`config.mk`:
```
export PLATFORM = sky130hd
export DESIGN_NAME = rom_decoder_flat
export DESIGN_NICKNAME = d
export VERILOG_FILES = /design/src/hw/rom_if_pkg.sv /design/src/hw/rom_sock_if.sv /design/src/hw/rom_decoder.sv /design/src/flat_wrapper.sv
export SDC_FILE = /design/constraint.sdc
export NUM_CORES = 1
export LEC_CHECK = 0
export BUFFER_PORTS_ARGS = -buffer_cell sky130_fd_sc_hd__clkbuf_2
export CORE_UTILIZATION = 48
export CTS_BUF_LIST = sky130_fd_sc_hd__clkbuf_8
export CTS_CLUSTER_SIZE = 12
export DETAILED_ROUTE_END_ITERATION = 12
export PLACE_DENSITY_LB_ADDON = 0.2
export SYNTH_ARGS = -nofsm -noshare
export SYNTH_HDL_FRONTEND = slang
export SYNTH_SLANG_ARGS = --single-unit
export TNS_END_PERCENT = 1
```
`constraint.sdc`:
```
create_clock -name clock -period 2.81 [get_ports clock]
set_input_delay 0.4215 -clock clock [delete_from_list [all_inputs] [get_ports clock]]
set_output_delay 0.4215 -clock clock [all_outputs]
set_load 0.01 [all_outputs]
```
`src/hw/rom_if_pkg.sv`:
```
// Purpose: Shared constants and types for the boot ROM interface ends.
// Assumes: 32-bit processor bus, four byte-wide sockets, one 20 MHz clock.
// Notes: Both ends import this package.
package rom_if_pkg;
  // ==========================================
  // Address window
  localparam logic [31:0] ROM_BASE = 32'h0080_0000;
  localparam logic [31:0] ROM_LAST = 32'h0083_ffff;
  localparam logic [31:0] VEC_SP_ADDR = 32'h0000_0000;
  localparam logic [31:0] VEC_PC_ADDR = 32'h0000_0004;
  localparam int WIN_AW = 18;
  localparam int SOCK_AW = 16;
  localparam int LANE_LSB = 2;
  localparam logic [1:0] FETCH_DONE = 2'h2;
  // Socket index masks for the three smaller part depths
  localparam logic [SOCK_AW-1:0] SOCK_MASK_8K = 16'h1fff;
  localparam logic [SOCK_AW-1:0] SOCK_MASK_16K = 16'h3fff;
  localparam logic [SOCK_AW-1:0] SOCK_MASK_32K = 16'h7fff;
  // Wait count seen on the last wait-state of a cycle
  localparam logic [2:0] WAIT_LAST = 3'h1;
  // ==========================================
  // Jumper encodings
  typedef enum logic [1:0] {
    WAIT_1 = 2'b00,
    WAIT_2 = 2'b01,
    WAIT_3 = 2'b10,
    WAIT_5 = 2'b11
  } wait_sel_t;
  typedef enum logic [1:0] {
    SIZE_8K = 2'b00,
    SIZE_16K = 2'b01,
    SIZE_32K = 2'b10,
    SIZE_64K = 2'b11
  } size_sel_t;
  localparam logic [2:0] WAIT_N1 = 3'h1;
  localparam logic [2:0] WAIT_N2 = 3'h2;
  localparam logic [2:0] WAIT_N3 = 3'h3;
  localparam logic [2:0] WAIT_N5 = 3'h5;
  // ==========================================
  // Timing
  localparam int CLK_MHZ = 20;
  localparam int CLK_PERIOD_NS = 1000 / CLK_MHZ;
  // Allowed access times at 20 MHz for 1, 2, 3, 5 wait-states
  localparam int ACC_NS_W1 = 120;
  localparam int ACC_NS_W2 = 170;
  localparam int ACC_NS_W3 = 220;
  localparam int ACC_NS_W5 = 320;
  // Longest times round down to whole cycles
  localparam int ACC_CYC_W1 = (ACC_NS_W1 / CLK_PERIOD_NS) < 1 ? 1 : ACC_NS_W1 / CLK_PERIOD_NS;
  localparam int ACC_CYC_W2 = (ACC_NS_W2 / CLK_PERIOD_NS) < 1 ? 1 : ACC_NS_W2 / CLK_PERIOD_NS;
  localparam int ACC_CYC_W3 = (ACC_NS_W3 / CLK_PERIOD_NS) < 1 ? 1 : ACC_NS_W3 / CLK_PERIOD_NS;
  localparam int ACC_CYC_W5 = (ACC_NS_W5 / CLK_PERIOD_NS) < 1 ? 1 : ACC_NS_W5 / CLK_PERIOD_NS;

  function automatic logic [2:0] wait_count(input wait_sel_t sel);
    case (sel)
      WAIT_1: wait_count = WAIT_N1;
      WAIT_2: wait_count = WAIT_N2;
      WAIT_3: wait_count = WAIT_N3;
      default: wait_count = WAIT_N5;
    endcase
  endfunction : wait_count

  function automatic int acc_cycles(input wait_sel_t sel);
    case (sel)
      WAIT_1: acc_cycles = ACC_CYC_W1;
      WAIT_2: acc_cycles = ACC_CYC_W2;
      WAIT_3: acc_cycles = ACC_CYC_W3;
      default: acc_cycles = ACC_CYC_W5;
    endcase
  endfunction : acc_cycles
endpackage : rom_if_pkg

```
`src/hw/rom_sock_if.sv`:
```
// Purpose: Socket-side link between the decoder and the four ROM sockets.
// Assumes: One clock; all four sockets share address and enables.
// Notes: Read-only sockets, so no two-way pins are needed.
`timescale 1ns/100ps
interface rom_sock_if (
  input wire logic clock
);
  import rom_if_pkg::*;
  logic [rom_if_pkg::SOCK_AW-1:0] sock_addr;
  logic sock_ce_n;
  logic sock_oe_n;
  logic [31:0] sock_data;
  modport decoder (
    input clock,
    output sock_addr,
    output sock_ce_n,
    output sock_oe_n,
    input sock_data
  );
  modport sockets (
    input clock,
    input sock_addr,
    input sock_ce_n,
    input sock_oe_n,
    output sock_data
  );
endinterface : rom_sock_if

```
`src/hw/rom_decoder.sv`:
```
// Function
// - Wait-states selectable: 1, 2, 3 or 5
// - One wait: ROM at most 120 ns
// - Two waits: ROM at most 170 ns
// - Three waits: ROM at most 220 ns
// - Five waits: ROM at most 320 ns
// - Select ROM for 00800000 to 0083ffff
// - Four 64K parts fill window, no repeat
// - Smaller parts ignore upper address, contents repeat
// - 32K parts mirror at 00820000 upward
// - Socket bytes on fixed lanes, first highest
// - Image holds stack pointer, then program counter
// - After reset, addresses 0 and 4 read ROM
// - After both fetches, low memory returns to RAM
// - Size jumper picks 8K, 16K, 32K, 64K
//
// Purpose: Decodes processor cycles to the ROM window and low overlay.
// Assumes: Bus request held until ack; one request at a time.
// Notes: Jumpers are static straps; each passes two flops before use.
`timescale 1ns/100ps
module rom_decoder (
  rom_sock_if.decoder link,
  input wire logic srst,
  input wire rom_if_pkg::wait_sel_t wait_count_jumper,
  input wire rom_if_pkg::size_sel_t device_size_jumper,
  input wire logic bus_req,
  input wire logic bus_write,
  input wire logic [31:0] bus_addr,
  output logic bus_ack,
  output logic [31:0] bus_rdata,
  output logic ram_sel,
  output logic overlay_active
);
  import rom_if_pkg::*;

  typedef enum logic [1:0] {
    ST_IDLE = 2'b00,
    ST_WAIT = 2'b01,
    ST_DONE = 2'b10
  } state_t;

  // ==========================================
  // Address decode helpers
  function automatic logic in_window(input logic [31:0] a);
    in_window = (a >= ROM_BASE) && (a <= ROM_LAST);
  endfunction : in_window

  function automatic logic [SOCK_AW-1:0] sock_index(input logic [31:0] a, input size_sel_t sz);
    logic [SOCK_AW-1:0] idx;
    idx = a[LANE_LSB +: SOCK_AW];
    // Upper bits above part size dropped, so small parts mirror
    case (sz)
      SIZE_8K: sock_index = idx & SOCK_MASK_8K;
      SIZE_16K: sock_index = idx & SOCK_MASK_16K;
      SIZE_32K: sock_index = idx & SOCK_MASK_32K;
      default: sock_index = idx;
    endcase
  endfunction : sock_index

  function automatic logic is_vector(input logic [31:0] a);
    is_vector = (a[31:LANE_LSB] == VEC_SP_ADDR[31:LANE_LSB]) ||
                (a[31:LANE_LSB] == VEC_PC_ADDR[31:LANE_LSB]);
  endfunction : is_vector

  // Ack, data capture and fetch count all key off this one point
  function automatic logic last_wait(input state_t s, input logic [2:0] w);
    last_wait = (s == ST_WAIT) && (w == WAIT_LAST);
  endfunction : last_wait

  // ==========================================
  // Jumper synchronisers
  // Straps are wired off-board, so two flops stand before any decode
  wait_sel_t wait_meta_reg;
  wait_sel_t wait_sync_reg;
  size_sel_t size_meta_reg;
  size_sel_t size_sync_reg;

  always_ff @(posedge link.clock) begin
    wait_meta_reg <= wait_count_jumper;
    wait_sync_reg <= wait_meta_reg;
  end

  always_ff @(posedge link.clock) begin
    size_meta_reg <= device_size_jumper;
    size_sync_reg <= size_meta_reg;
  end

  // ==========================================
  // State
  state_t state_reg;
  logic [2:0] wait_reg;
  logic [1:0] fetch_reg;
  logic cycle_is_vec_reg;
  logic hit;
  logic vec_hit;
  logic take;
  logic end_cycle;

  assign vec_hit = overlay_active && is_vector(bus_addr) && !bus_write;
  assign hit = in_window(bus_addr) || vec_hit;
  assign take = (state_reg == ST_IDLE) && bus_req && hit;
  assign end_cycle = last_wait(state_reg, wait_reg);

  always_ff @(posedge link.clock) begin
    if (srst) begin
      state_reg <= ST_IDLE;
    end else begin
      case (state_reg)
        ST_IDLE: begin
          if (take) begin
            state_reg <= ST_WAIT;
          end
        end
        ST_WAIT: begin
          if (end_cycle) begin
            state_reg <= ST_DONE;
          end
        end
        ST_DONE: begin
          if (!bus_req) begin
            state_reg <= ST_IDLE;
          end
        end
        default: state_reg <= ST_IDLE;
      endcase
    end
  end

  // Wait-state counter, loaded as the cycle is taken
  always_ff @(posedge link.clock) begin
    if (srst) begin
      wait_reg <= 3'h0;
    end else if (take) begin
      wait_reg <= wait_count(wait_sync_reg);
    end else if (state_reg == ST_WAIT) begin
      wait_reg <= wait_reg - 3'h1;
    end
  end

  // Marked at take, as the overlay may drop before the cycle ends
  always_ff @(posedge link.clock) begin
    if (srst) begin
      cycle_is_vec_reg <= 1'b0;
    end else if (take) begin
      cycle_is_vec_reg <= vec_hit;
    end
  end

  // ==========================================
  // Socket drive
  always_ff @(posedge link.clock) begin
    if (srst) begin
      link.sock_addr <= '0;
      link.sock_ce_n <= 1'b1;
      link.sock_oe_n <= 1'b1;
    end else begin
      if (take) begin
        link.sock_addr <= vec_hit ? {{(SOCK_AW-1){1'b0}}, bus_addr[LANE_LSB]}
                                  : sock_index(bus_addr, size_sync_reg);
        link.sock_ce_n <= 1'b0;
        // Write cycles never enable output, contents untouched
        link.sock_oe_n <= bus_write;
      end else if (state_reg == ST_DONE && !bus_req) begin
        link.sock_ce_n <= 1'b1;
        link.sock_oe_n <= 1'b1;
      end
    end
  end

  // ==========================================
  // Bus answer
  always_ff @(posedge link.clock) begin
    if (srst) begin
      bus_ack <= 1'b0;
    end else begin
      bus_ack <= end_cycle;
    end
  end

  // Held until the next ack, so a slow master may still take it
  always_ff @(posedge link.clock) begin
    if (srst) begin
      bus_rdata <= 32'h0000_0000;
    end else if (end_cycle) begin
      bus_rdata <= link.sock_oe_n ? 32'h0000_0000 : link.sock_data;
    end
  end

  // RAM selected for low memory unless the overlay is serving it
  always_ff @(posedge link.clock) begin
    if (srst) begin
      ram_sel <= 1'b0;
    end else begin
      ram_sel <= bus_req && !hit && (bus_addr < ROM_BASE);
    end
  end

  // ==========================================
  // Overlay fetch counter
  always_ff @(posedge link.clock) begin
    if (srst) begin
      fetch_reg <= 2'h0;
      overlay_active <= 1'b1;
    end else if (end_cycle && cycle_is_vec_reg) begin
      fetch_reg <= fetch_reg + 2'h1;
      if (fetch_reg + 2'h1 == FETCH_DONE) begin
        overlay_active <= 1'b0;
      end
    end
  end
endmodule : rom_decoder

```
`src/flat_wrapper.sv`:
```
// flat-port wrapper written by rule: the top's interface ports become plain ports
module rom_decoder_flat import rom_if_pkg::*;
  (srst, wait_count_jumper, device_size_jumper, bus_req, bus_write, bus_addr, bus_ack, bus_rdata, ram_sel, overlay_active, clock, link_sock_addr, link_sock_ce_n, link_sock_oe_n, link_sock_data);
  rom_sock_if link_i (.clock(clock));
  input wire logic srst;
  input wire rom_if_pkg::wait_sel_t wait_count_jumper;
  input wire rom_if_pkg::size_sel_t device_size_jumper;
  input wire logic bus_req;
  input wire logic bus_write;
  input wire logic [31:0] bus_addr;
  output logic bus_ack;
  output logic [31:0] bus_rdata;
  output logic ram_sel;
  output logic overlay_active;
  input wire logic clock;
  output wire logic [$bits(link_i.sock_addr)-1:0] link_sock_addr;
  output wire logic [$bits(link_i.sock_ce_n)-1:0] link_sock_ce_n;
  output wire logic [$bits(link_i.sock_oe_n)-1:0] link_sock_oe_n;
  input wire logic [$bits(link_i.sock_data)-1:0] link_sock_data;
  assign link_sock_addr = link_i.sock_addr;
  assign link_sock_ce_n = link_i.sock_ce_n;
  assign link_sock_oe_n = link_i.sock_oe_n;
  assign link_i.sock_data = link_sock_data;
  rom_decoder u_core (.link(link_i), .srst(srst), .wait_count_jumper(wait_count_jumper), .device_size_jumper(device_size_jumper), .bus_req(bus_req), .bus_write(bus_write), .bus_addr(bus_addr), .bus_ack(bus_ack), .bus_rdata(bus_rdata), .ram_sel(ram_sel), .overlay_active(overlay_active));
endmodule
```
==> results of run 1 <==
==> metal layers <==
| layer | global-route usage (%) | vias to the layer above | routed length [um] |
|---|---|---|---|
| met3 | 6.349 | 9 | 520 |
| li1 | - | 1175 | - |
| met5 | 0 | - | 0 |
| met1 | 25.86 | 1076 | 2657 |
| met4 | 10.91 | 0 | 77 |
| met2 | 33.14 | 117 | 2712 |
==> synthesized netlist by cell type, types with 2 or more instances <==
master	number	area, sq um
a21oi_1	21	105.1
a22o_1	32	280.3
clkbuf_1	14	52.55
clkbuf_8	3	41.29
dfxtp_1	69	1381
ha_1	5	62.56
inv_1	5	18.77
nand2_1	5	18.77
nand2b_1	2	12.51
nor2_1	11	41.29
nor2b_1	3	18.77
nor3_1	4	20.02
nor4_1	2	12.51
o211ai_1	14	105.1
o21ai_0	20	100.1
or2_2	3	18.77
or3_1	4	25.02
or3_4	3	33.78
or4_1	2	15.01
or4_4	3	33.78
xnor2_1	2	17.52
==> area by class of cell <==
class                           count  area (sq um)
Clock buffer                       11         151.4
Clock inverter                      5         81.33
Fill cell                         430          1672
Inverter                            5         18.77
Multi-Input combinational cell    157          1110
Sequential cell                    69          1381
Tap cell                           70         87.58
Timing Repair Buffer              130         670.6
==> through the flow <==
step / util, % / setup slack [ns]
finish: 67.68 / 0.6346
global route: 67.68 / 0.4977
CTS: 67.68 / 0.6498
detailed placement: 63.18 / 0.4472
global placement: 63.18 / 0.5027
floorplan: - / 0.6418
==> worst max path at each step <==
stage                                 end  depth (start not counted)
global placement       u_core.wait_reg[0]                          7
global route           u_core.wait_reg[0]                          6
detailed placement     u_core.wait_reg[0]                          7
floorplan           u_core.link.sock_ce_n                          5
CTS                    u_core.wait_reg[0]                          6
finish                 u_core.wait_reg[0]                          6
==> worst max-delay path, delay by kind of cell, from the launching register on <==
| family | cells | cell delay (ns) |
|---|---|---|
| simple gates | 3 | 1.12 |
| flops | 1 | 0.38 |
| compound gates | 2 | 0.38 |
| buf+inv | 1 | 0.23 |
==> power groups by stage <==
stage	logic (W)	registers [W]	clock network (W)
after floorplan	0.0000338	0.00101	0
final	0.0000912	0.000986	0.000918
after global routing	0.000100	0.000986	0.000979
after detailed placement	0.0000913	0.00101	0
after CTS	0.0000914	0.000985	0.000937
after global placement	0.0000896	0.00101	0
==> logic make-up (layout without fill, tap and decap cells) <==
family,count (synthesis),count (layout),share of synthesized area [%]
mux,1,1,0.3822
buf+inv,24,151,5.160
compound gates,95,95,25.04
simple gates,53,53,13.28
flops,69,69,52.75
fa+ha+maj,5,5,2.389
xor+xnor,3,3,1.004
==> metrics.cfg, run 1 <==
[status]
status=completed

[clocking]
cts_max_level=3
path_clk_slew_ns=0.07
clock_latency_ns=0.34
cts_tree=yes
cts-root-buf=clkbuf_8
cts_resized=0
clock_sinks=69
cts_setup_buffers=0
cts_buffer_depth=2
hold_buffers=0
cts_buffers=9

[cells_and_area]
final_cell_mix=clkbuf_2 (122), dfxtp_1 (69), a22o_1 (32), a21oi_1 (21), o21ai_0 (20)
fin_cells=447
largest_reg_flops=32
antennaDiodeCount=0
area_growth_pct=33.68
nNetsFinal=449
mostFrequentLayoutCell=clkbuf_2
postLayoutCellArea_sq_um=3501
drive_above_1_share_pct=42.71

[global_routing]
grt_overflow=0
grt_use_total_pct=21.00
grt_pass1_vias=2122
grt_first_pass_wirelength_um=8990
antenna_found_initial=0
grt_max_degree=34

[synthesis]
synth-edff-count=0
synthFlopType=dfxtp_1
synth-seq-area-share_pct=52.75
netlist_area_sq_um=2619
yosys_warnings=0
synth_async_sr_flop_share_pct=0
syn_inst=250
yosysUniqueCellTypes=44
syn_avg_cell_area_sq_um=10.48
synth_seq_cells=69
syn-num-nets=327

[floorplan]
core_sq_um=5172
start_util_pct=50.63
die_w_um=75.87
ios=125
die-area_sq_um=5756
row_count=26
die_y_um=75.87

[detailed_routing]
routed_via_density=5.318
wire_per_inst_um=13.35
drt_iter0_markers=93
wl_um=5967
drt-pass1-iter-count=4
dr_total_vias=2377
drc_errors=0
final_antenna_net_count=0

[timing]
rsz0062_at_grt=no
fin_crit_ns=2.175
slew_violations=0
period_share_pct=77.42
max_freq_ghz=0.4597
tightest_slew_ns=0.5676
hold_ws_ns=0.1864
setup-tns-final_ns=0
slew_headroom_pct=62.16
finalSetupViolations=0
finalHoldViolations=0
skew_ns=0.006282

[power_and_ir_drop]
combPwrFrac_pct=4.6
p_switching_w=0.0004175
seqPwrFrac_pct=49.4
clkPwrFrac_pct=46.0
p_leak_nw=1.546
p_total_w=0.001995
power_density_nw_per_um2=569.8
intPower_w=0.001577
irDropWorstVdd_mv=0.4549
swShare_pct=20.93

[min_path]
hold_end=u_core.size_meta_reg[0]
hold_depth=1
min_path_type=input pin to register
hp-start=device_size_jumper[0]

[critical_path]
path_class=register to register
r2r_start=u_core.overlay_active
reg2reg_depth=6
max_stage_delay_ns=0.48
worstPathArrival_ns=2.44
worst_setup_path_start_kind=register
cp-startpoint=u_core.overlay_active
worstReg2RegEnd=u_core.wait_reg[0]
critPathCaptureType=register
crit_chain=or4b_1, nor4_1, a32oi_1, buf_4, or3_1, a21oi_1
regToRegSetupSlack_ns=0.63
cp_slowest_cell=or4b_1
worstPathMaxFanout=9
required_ns=3.08

[placement]
placedInstanceArea_sq_um=3268
routabilityCongestion=0.8374
dp.cells=431
port_buffers=122
dp_hpwl_um=4279

[flow_run]
cap_violations=0

(Power assumes the default switching activity.)
==> inputs of run 2 (changes only) <==
Clock period 2.81 ns to 2.1 ns, I/O delays scaled along.
==> metrics.cfg, run 2 (synthesis gave the netlist of run 1 again) <==
[global_routing]
grt_use_total_pct=21.22  ; was 21.00%
grt_overflow=0  ; unchanged
grt_first_pass_wirelength_um=9066  ; was 8990 um
grt_pass1_vias=2039  ; was 2122
antenna_found_initial=0  ; unchanged
grt_max_degree=33  ; was 34

[timing]
finalHoldViolations=0  ; unchanged
max_freq_ghz=0.4887  ; was 0.4597 GHz
skew_ns=0.01099  ; was 0.006282 ns
fin_crit_ns=2.046  ; was 2.175 ns
tightest_slew_ns=0.3694  ; was 0.5676 ns
slew_headroom_pct=75.31  ; was 62.16%
finalSetupViolations=0  ; unchanged
setup_ws_ns=0.05395  ; was 0.6346 ns
period_share_pct=97.43  ; was 77.42%
slew_violations=0  ; unchanged

[detailed_routing]
final_antenna_net_count=0  ; unchanged
wl_um=6022  ; was 5967 um
dr_total_vias=2393  ; was 2377
routed_via_density=5.283  ; was 5.318
drc_errors=0  ; unchanged
wire_per_inst_um=13.29  ; was 13.35 um
drt_iter0_markers=94  ; was 93
drt-pass1-iter-count=4  ; unchanged

[floorplan]
ios=125  ; unchanged
die_y_um=75.87  ; unchanged
core_sq_um=5172  ; unchanged
die_w_um=75.87  ; unchanged
die-area_sq_um=5756  ; unchanged
row_count=26  ; unchanged
start_util_pct=50.63  ; unchanged

[clocking]
cts_max_level=3  ; unchanged
clock_sinks=69  ; unchanged
cts_buffer_depth=2  ; unchanged
clock_latency_ns=0.33  ; was 0.34 ns
path_clk_slew_ns=0.08  ; was 0.07 ns
cts-root-buf=clkbuf_8  ; unchanged
cts_tree=yes  ; unchanged
cts_buffers=9  ; unchanged

[cells_and_area]
final_cell_mix=clkbuf_2 (122), dfxtp_1 (68), a22o_1 (32), a21oi_1 (21), o21ai_0 (20)  ; was clkbuf_2 (122), dfxtp_1 (69), a22o_1 (32), a21oi_1 (21), o21ai_0 (20)
multi_input_area_sq_um=1120  ; was 1110 sq um
postLayoutCellArea_sq_um=3527  ; was 3501 sq um
antennaDiodeCount=0  ; unchanged
post-route-util_pct=68.19  ; was 67.68%
nNetsFinal=455  ; was 449
seq_area_sq_um=1383  ; was 1381 sq um
fin_cells=453  ; was 447
largest_reg_flops=32  ; unchanged
mostFrequentLayoutCell=clkbuf_2  ; unchanged
drive_above_1_share_pct=44.39  ; was 42.71%
n_fill_cell=417  ; was 430
area_growth_pct=34.69  ; was 33.68%

[placement]
placedInstanceArea_sq_um=3313  ; was 3268 sq um
dp_hpwl_um=4394  ; was 4279 um
routabilityCongestion=0.9012  ; was 0.8374
place_ws_ns=-0.1052  ; was 0.4472 ns
dp.cells=437  ; was 431
port_buffers=122  ; unchanged

[power_and_ir_drop]
power_density_nw_per_um2=713.9  ; was 569.8 nW/um^2
irDropWorstVdd_mv=0.5245  ; was 0.4549 mV
p_leak_nw=1.561  ; was 1.546 nW

[critical_path]
worst_setup_path_start_kind=register  ; unchanged
path_class=register to register  ; unchanged
critPathCaptureType=register  ; unchanged
worstPathMaxFanout=4  ; was 9
worstPathArrival_ns=2.32  ; was 2.44 ns
required_ns=2.37  ; was 3.08 ns

[min_path]
min_path_type=input pin to register  ; unchanged

[flow_run]
cap_violations=0  ; unchanged

[status]
status=completed  ; unchanged

-- run 2: cell types whose count changed in the layout (fill, tap and decap cells not counted), sizes merged --
cell,change
buf,+6
bufinv,-1
clkbuf,-1
clkinv,+2
-- run 2: per-stage QoR --
| step | hold WS, ns | TNS [ns] | total power (W) |
|---|---|---|---|
| final | 0.07553 | 0 | 0.002518 |
| after global routing | 0.06010 | -0.009286 | 0.002622 |
| after CTS | 0.05769 | 0 | 0.002545 |
| after detailed placement | 0.3121 | -1.238 | 0.001478 |
| after global placement | 0.3100 | -0.5029 | 0.001475 |
| after floorplan | 0.3096 | 0 | 0.001394 |
-- run 2: cell type report --
class	count	share of cell area (%)
Clock buffer	10	3.902
Tap cell	70	2.483
Sequential cell	69	39.20
Timing Repair Buffer	136	20.40
Clock inverter	6	1.738
Multi-Input combinational cell	157	31.75
Inverter	5	0.5321
-- run 2: where the power goes --
| part | switching, W | internal (W) | leakage (nW) |
|---|---|---|---|
| Combinational | 0.0000659 | 0.0000651 | 0.901 |
| Sequential | 0.00000282 | 0.00132 | 0.558 |
| Clock | 0.000490 | 0.000579 | 0.102 |
| Total | 0.000559 | 0.00196 | 1.56 |
-- run 2: routing by layer --
layer | vias up | wire length, um | GRT usage, %
met1 | 1071 | 2731 | 27.16
met5 | - | 0 | 0
met4 | 0 | 63 | 7.613
li1 | 1190 | - | -
met2 | 125 | 2592 | 32.55
met3 | 7 | 635 | 8.201
-- run 2: critical path, stage by stage, from the launching register on --
cell	delay [ns]
dfxtp_2	0.35
or4b_4	0.48
nor4_2	0.30
a32oi_1	0.20
buf_4	0.18
or3_1	0.34
a21oi_1	0.14
-- run 2: final timing paths --
check,startpoint,to,slack [ns],cells past startpoint
worst max-delay path,u_core.overlay_active,u_core.link.sock_addr[13],0.05,6
worst min register to register,u_core.size_meta_reg[1],u_core.size_sync_reg[1],0.33,0
worst min-delay path,device_size_jumper[0],u_core.size_meta_reg[0],0.08,1
worst max register to register,u_core.overlay_active,u_core.link.sock_addr[13],0.05,6
-- run 2: what timing repair did --
item	4_1_cts	5_1_grt
endpoints found under the hold margin	0	0
setup buffers	0	0
setup endpoints to repair	0	18
hold buffers	0	0
resized for setup	0	4
==> inputs of run 3 (changes only) <==
Settings changed: CORE_MARGIN from default to 2, CORE_UTILIZATION 48 to 46, CTS_BUF_LIST sky130_fd_sc_hd__clkbuf_8 to default.
==> metrics.cfg, run 3 (synthesis gave the netlist of run 1 again) <==
[status]
status=completed  ; unchanged

[clocking]
cts_buffer_depth=2  ; unchanged
hold_buffers=0  ; unchanged
path_clk_slew_ns=0.07  ; was 0.08 ns
cts_max_level=3  ; unchanged
cts_resized=0  ; unchanged
cts_setup_buffers=0  ; unchanged
clock_latency_ns=0.33  ; about the same
cts_buffers=9  ; unchanged
clock_sinks=69  ; unchanged
cts-root-buf=clkbuf_8  ; unchanged
cts_tree=yes  ; unchanged

[timing]
fin_crit_ns=1.995  ; was 2.046 ns
slew_violations=0  ; unchanged
finalSetupViolations=0  ; unchanged
rsz0062_at_grt=no
finalHoldViolations=0  ; unchanged
period_share_pct=95.00  ; was 97.43%
setup-tns-final_ns=0  ; unchanged
tightest_slew_ns=0.3645  ; was 0.3694 ns
slew_headroom_pct=75.70  ; was 75.31%
max_freq_ghz=0.5013  ; was 0.4887 GHz
skew_ns=0.008244  ; was 0.01099 ns

[critical_path]
cp_common_cell=buf_4
max_stage_delay_ns=0.48  ; about the same
worstPathArrival_ns=2.19  ; was 2.32 ns
path_class=register to register  ; unchanged
regToRegSetupSlack_ns=0.10  ; was 0.05 ns
critPathCaptureType=register  ; unchanged
crit_chain=or4b_1, nor4_1, a32oi_1, buf_4, buf_4, o21ai_0, a21oi_1  ; was or4b_4, nor4_2, a32oi_1, buf_4, or3_1, a21oi_1
crit_family=simple AND/OR/NAND/NOR gates  ; unchanged
worst_setup_path_start_kind=register  ; unchanged
cp_slowest_cell=or4b_1  ; was or4b_4
worstPathMaxFanout=9  ; was 4
worstPathBufferInverterCount=2  ; was 1
required_ns=2.29  ; was 2.37 ns

[detailed_routing]
wl_um=5951  ; was 6022 um
drt-pass1-iter-count=5  ; was 4
final_antenna_net_count=0  ; unchanged
dr_total_vias=2349  ; was 2393
routed_via_density=5.163  ; was 5.283
wire_per_inst_um=13.08  ; was 13.29 um
drc_errors=0  ; unchanged
drt_iter0_markers=94  ; unchanged

[power_and_ir_drop]
irDropWorstVdd_mv=0.4378  ; was 0.5245 mV
power_density_nw_per_um2=703.8  ; was 713.9 nW/um^2
p_leak_nw=1.554  ; was 1.561 nW

[cells_and_area]
n_fill_cell=472  ; was 417
nNetsFinal=455  ; unchanged
drive_above_1_share_pct=43.34  ; was 44.39%
area_growth_pct=33.97  ; was 34.69%
largest_reg_flops=32  ; unchanged
antennaDiodeCount=0  ; unchanged
mostFrequentLayoutCell=clkbuf_2  ; unchanged
final_cell_mix=clkbuf_2 (122), dfxtp_1 (69), a22o_1 (32), a21oi_1 (21), o21ai_0 (20)  ; was clkbuf_2 (122), dfxtp_1 (68), a22o_1 (32), a21oi_1 (21), o21ai_0 (20)
fin_cells=455  ; was 453

[global_routing]
grt_first_pass_wirelength_um=9680  ; was 9066 um
grt_pass1_vias=2167  ; was 2039
grt_max_degree=33  ; unchanged
grt_overflow=0  ; unchanged
grt_use_total_pct=19.31  ; was 21.22%
antenna_found_initial=0  ; unchanged

[placement]
dp_hpwl_um=4441  ; was 4394 um
dp.cells=439  ; was 437
routabilityCongestion=0.8494  ; was 0.9012
port_buffers=122  ; unchanged

[floorplan]
ios=125  ; unchanged
start_util_pct=47.56  ; was 50.63%
row_count=27  ; was 26
die_y_um=79.45  ; was 75.87 um
core_sq_um=5507  ; was 5172 sq um
die-area_sq_um=6312  ; was 5756 sq um
die_w_um=79.45  ; was 75.87 um

[flow_run]
cap_violations=0  ; unchanged

[min_path]
min_path_type=input pin to register  ; unchanged

[run 3: final timing paths]
| kind | from | to | cells past startpoint |
|---|---|---|---|
| worst max-delay path | u_core.overlay_active | u_core.link.sock_addr[4] | 7 |
| worst min-delay path | device_size_jumper[1] | u_core.size_meta_reg[1] | 1 |
| worst max register to register | u_core.overlay_active | u_core.link.sock_addr[4] | 7 |
| worst min register to register | u_core.wait_meta_reg[1] | u_core.wait_sync_reg[1] | 0 |
[run 3: stage by stage]
step                power (W)  area, sq um  worst slack [ns]  utilization [%]  hold slack [ns]
floorplan            0.001394         2619           0.03827                -           0.3096
global placement     0.001475         3316          -0.04893            60.21           0.3097
detailed placement   0.001476         3316          -0.06553            60.21           0.3147
CTS                  0.002499         3505            0.1128            63.64          0.07505
global route         0.002576         3508           0.01214            63.71          0.06881
finish               0.002469         3508            0.1050            63.71          0.09024
[run 3: cell type report]
type	instances	area (sq um)	area share, %
clock inverters	6	61.31	1.748
repair buffers	136	719.4	20.51
well taps	72	90.09	2.568
flip-flops and latches	69	1381	39.37
inverters	5	18.77	0.5350
clock buffers	10	127.6	3.638
multi-input cells	157	1110	31.63
[run 3: power breakdown]
part           total [W]  internal [W]  leakage (nW)  switching, W
Combinational   0.000128     0.0000631         0.899     0.0000646
Clock            0.00102      0.000547        0.0964      0.000476
Sequential       0.00132       0.00132         0.559    0.00000318
Total            0.00247       0.00193          1.55      0.000544
[run 3: per-layer routing]
layer	track usage, %	routed length (um)	up-vias
met1	25.63	2782	1042
met5	0	0	-
met4	8.793	86	0
met2	29.08	2510	108
li1	-	-	1191
met3	5.543	573	8
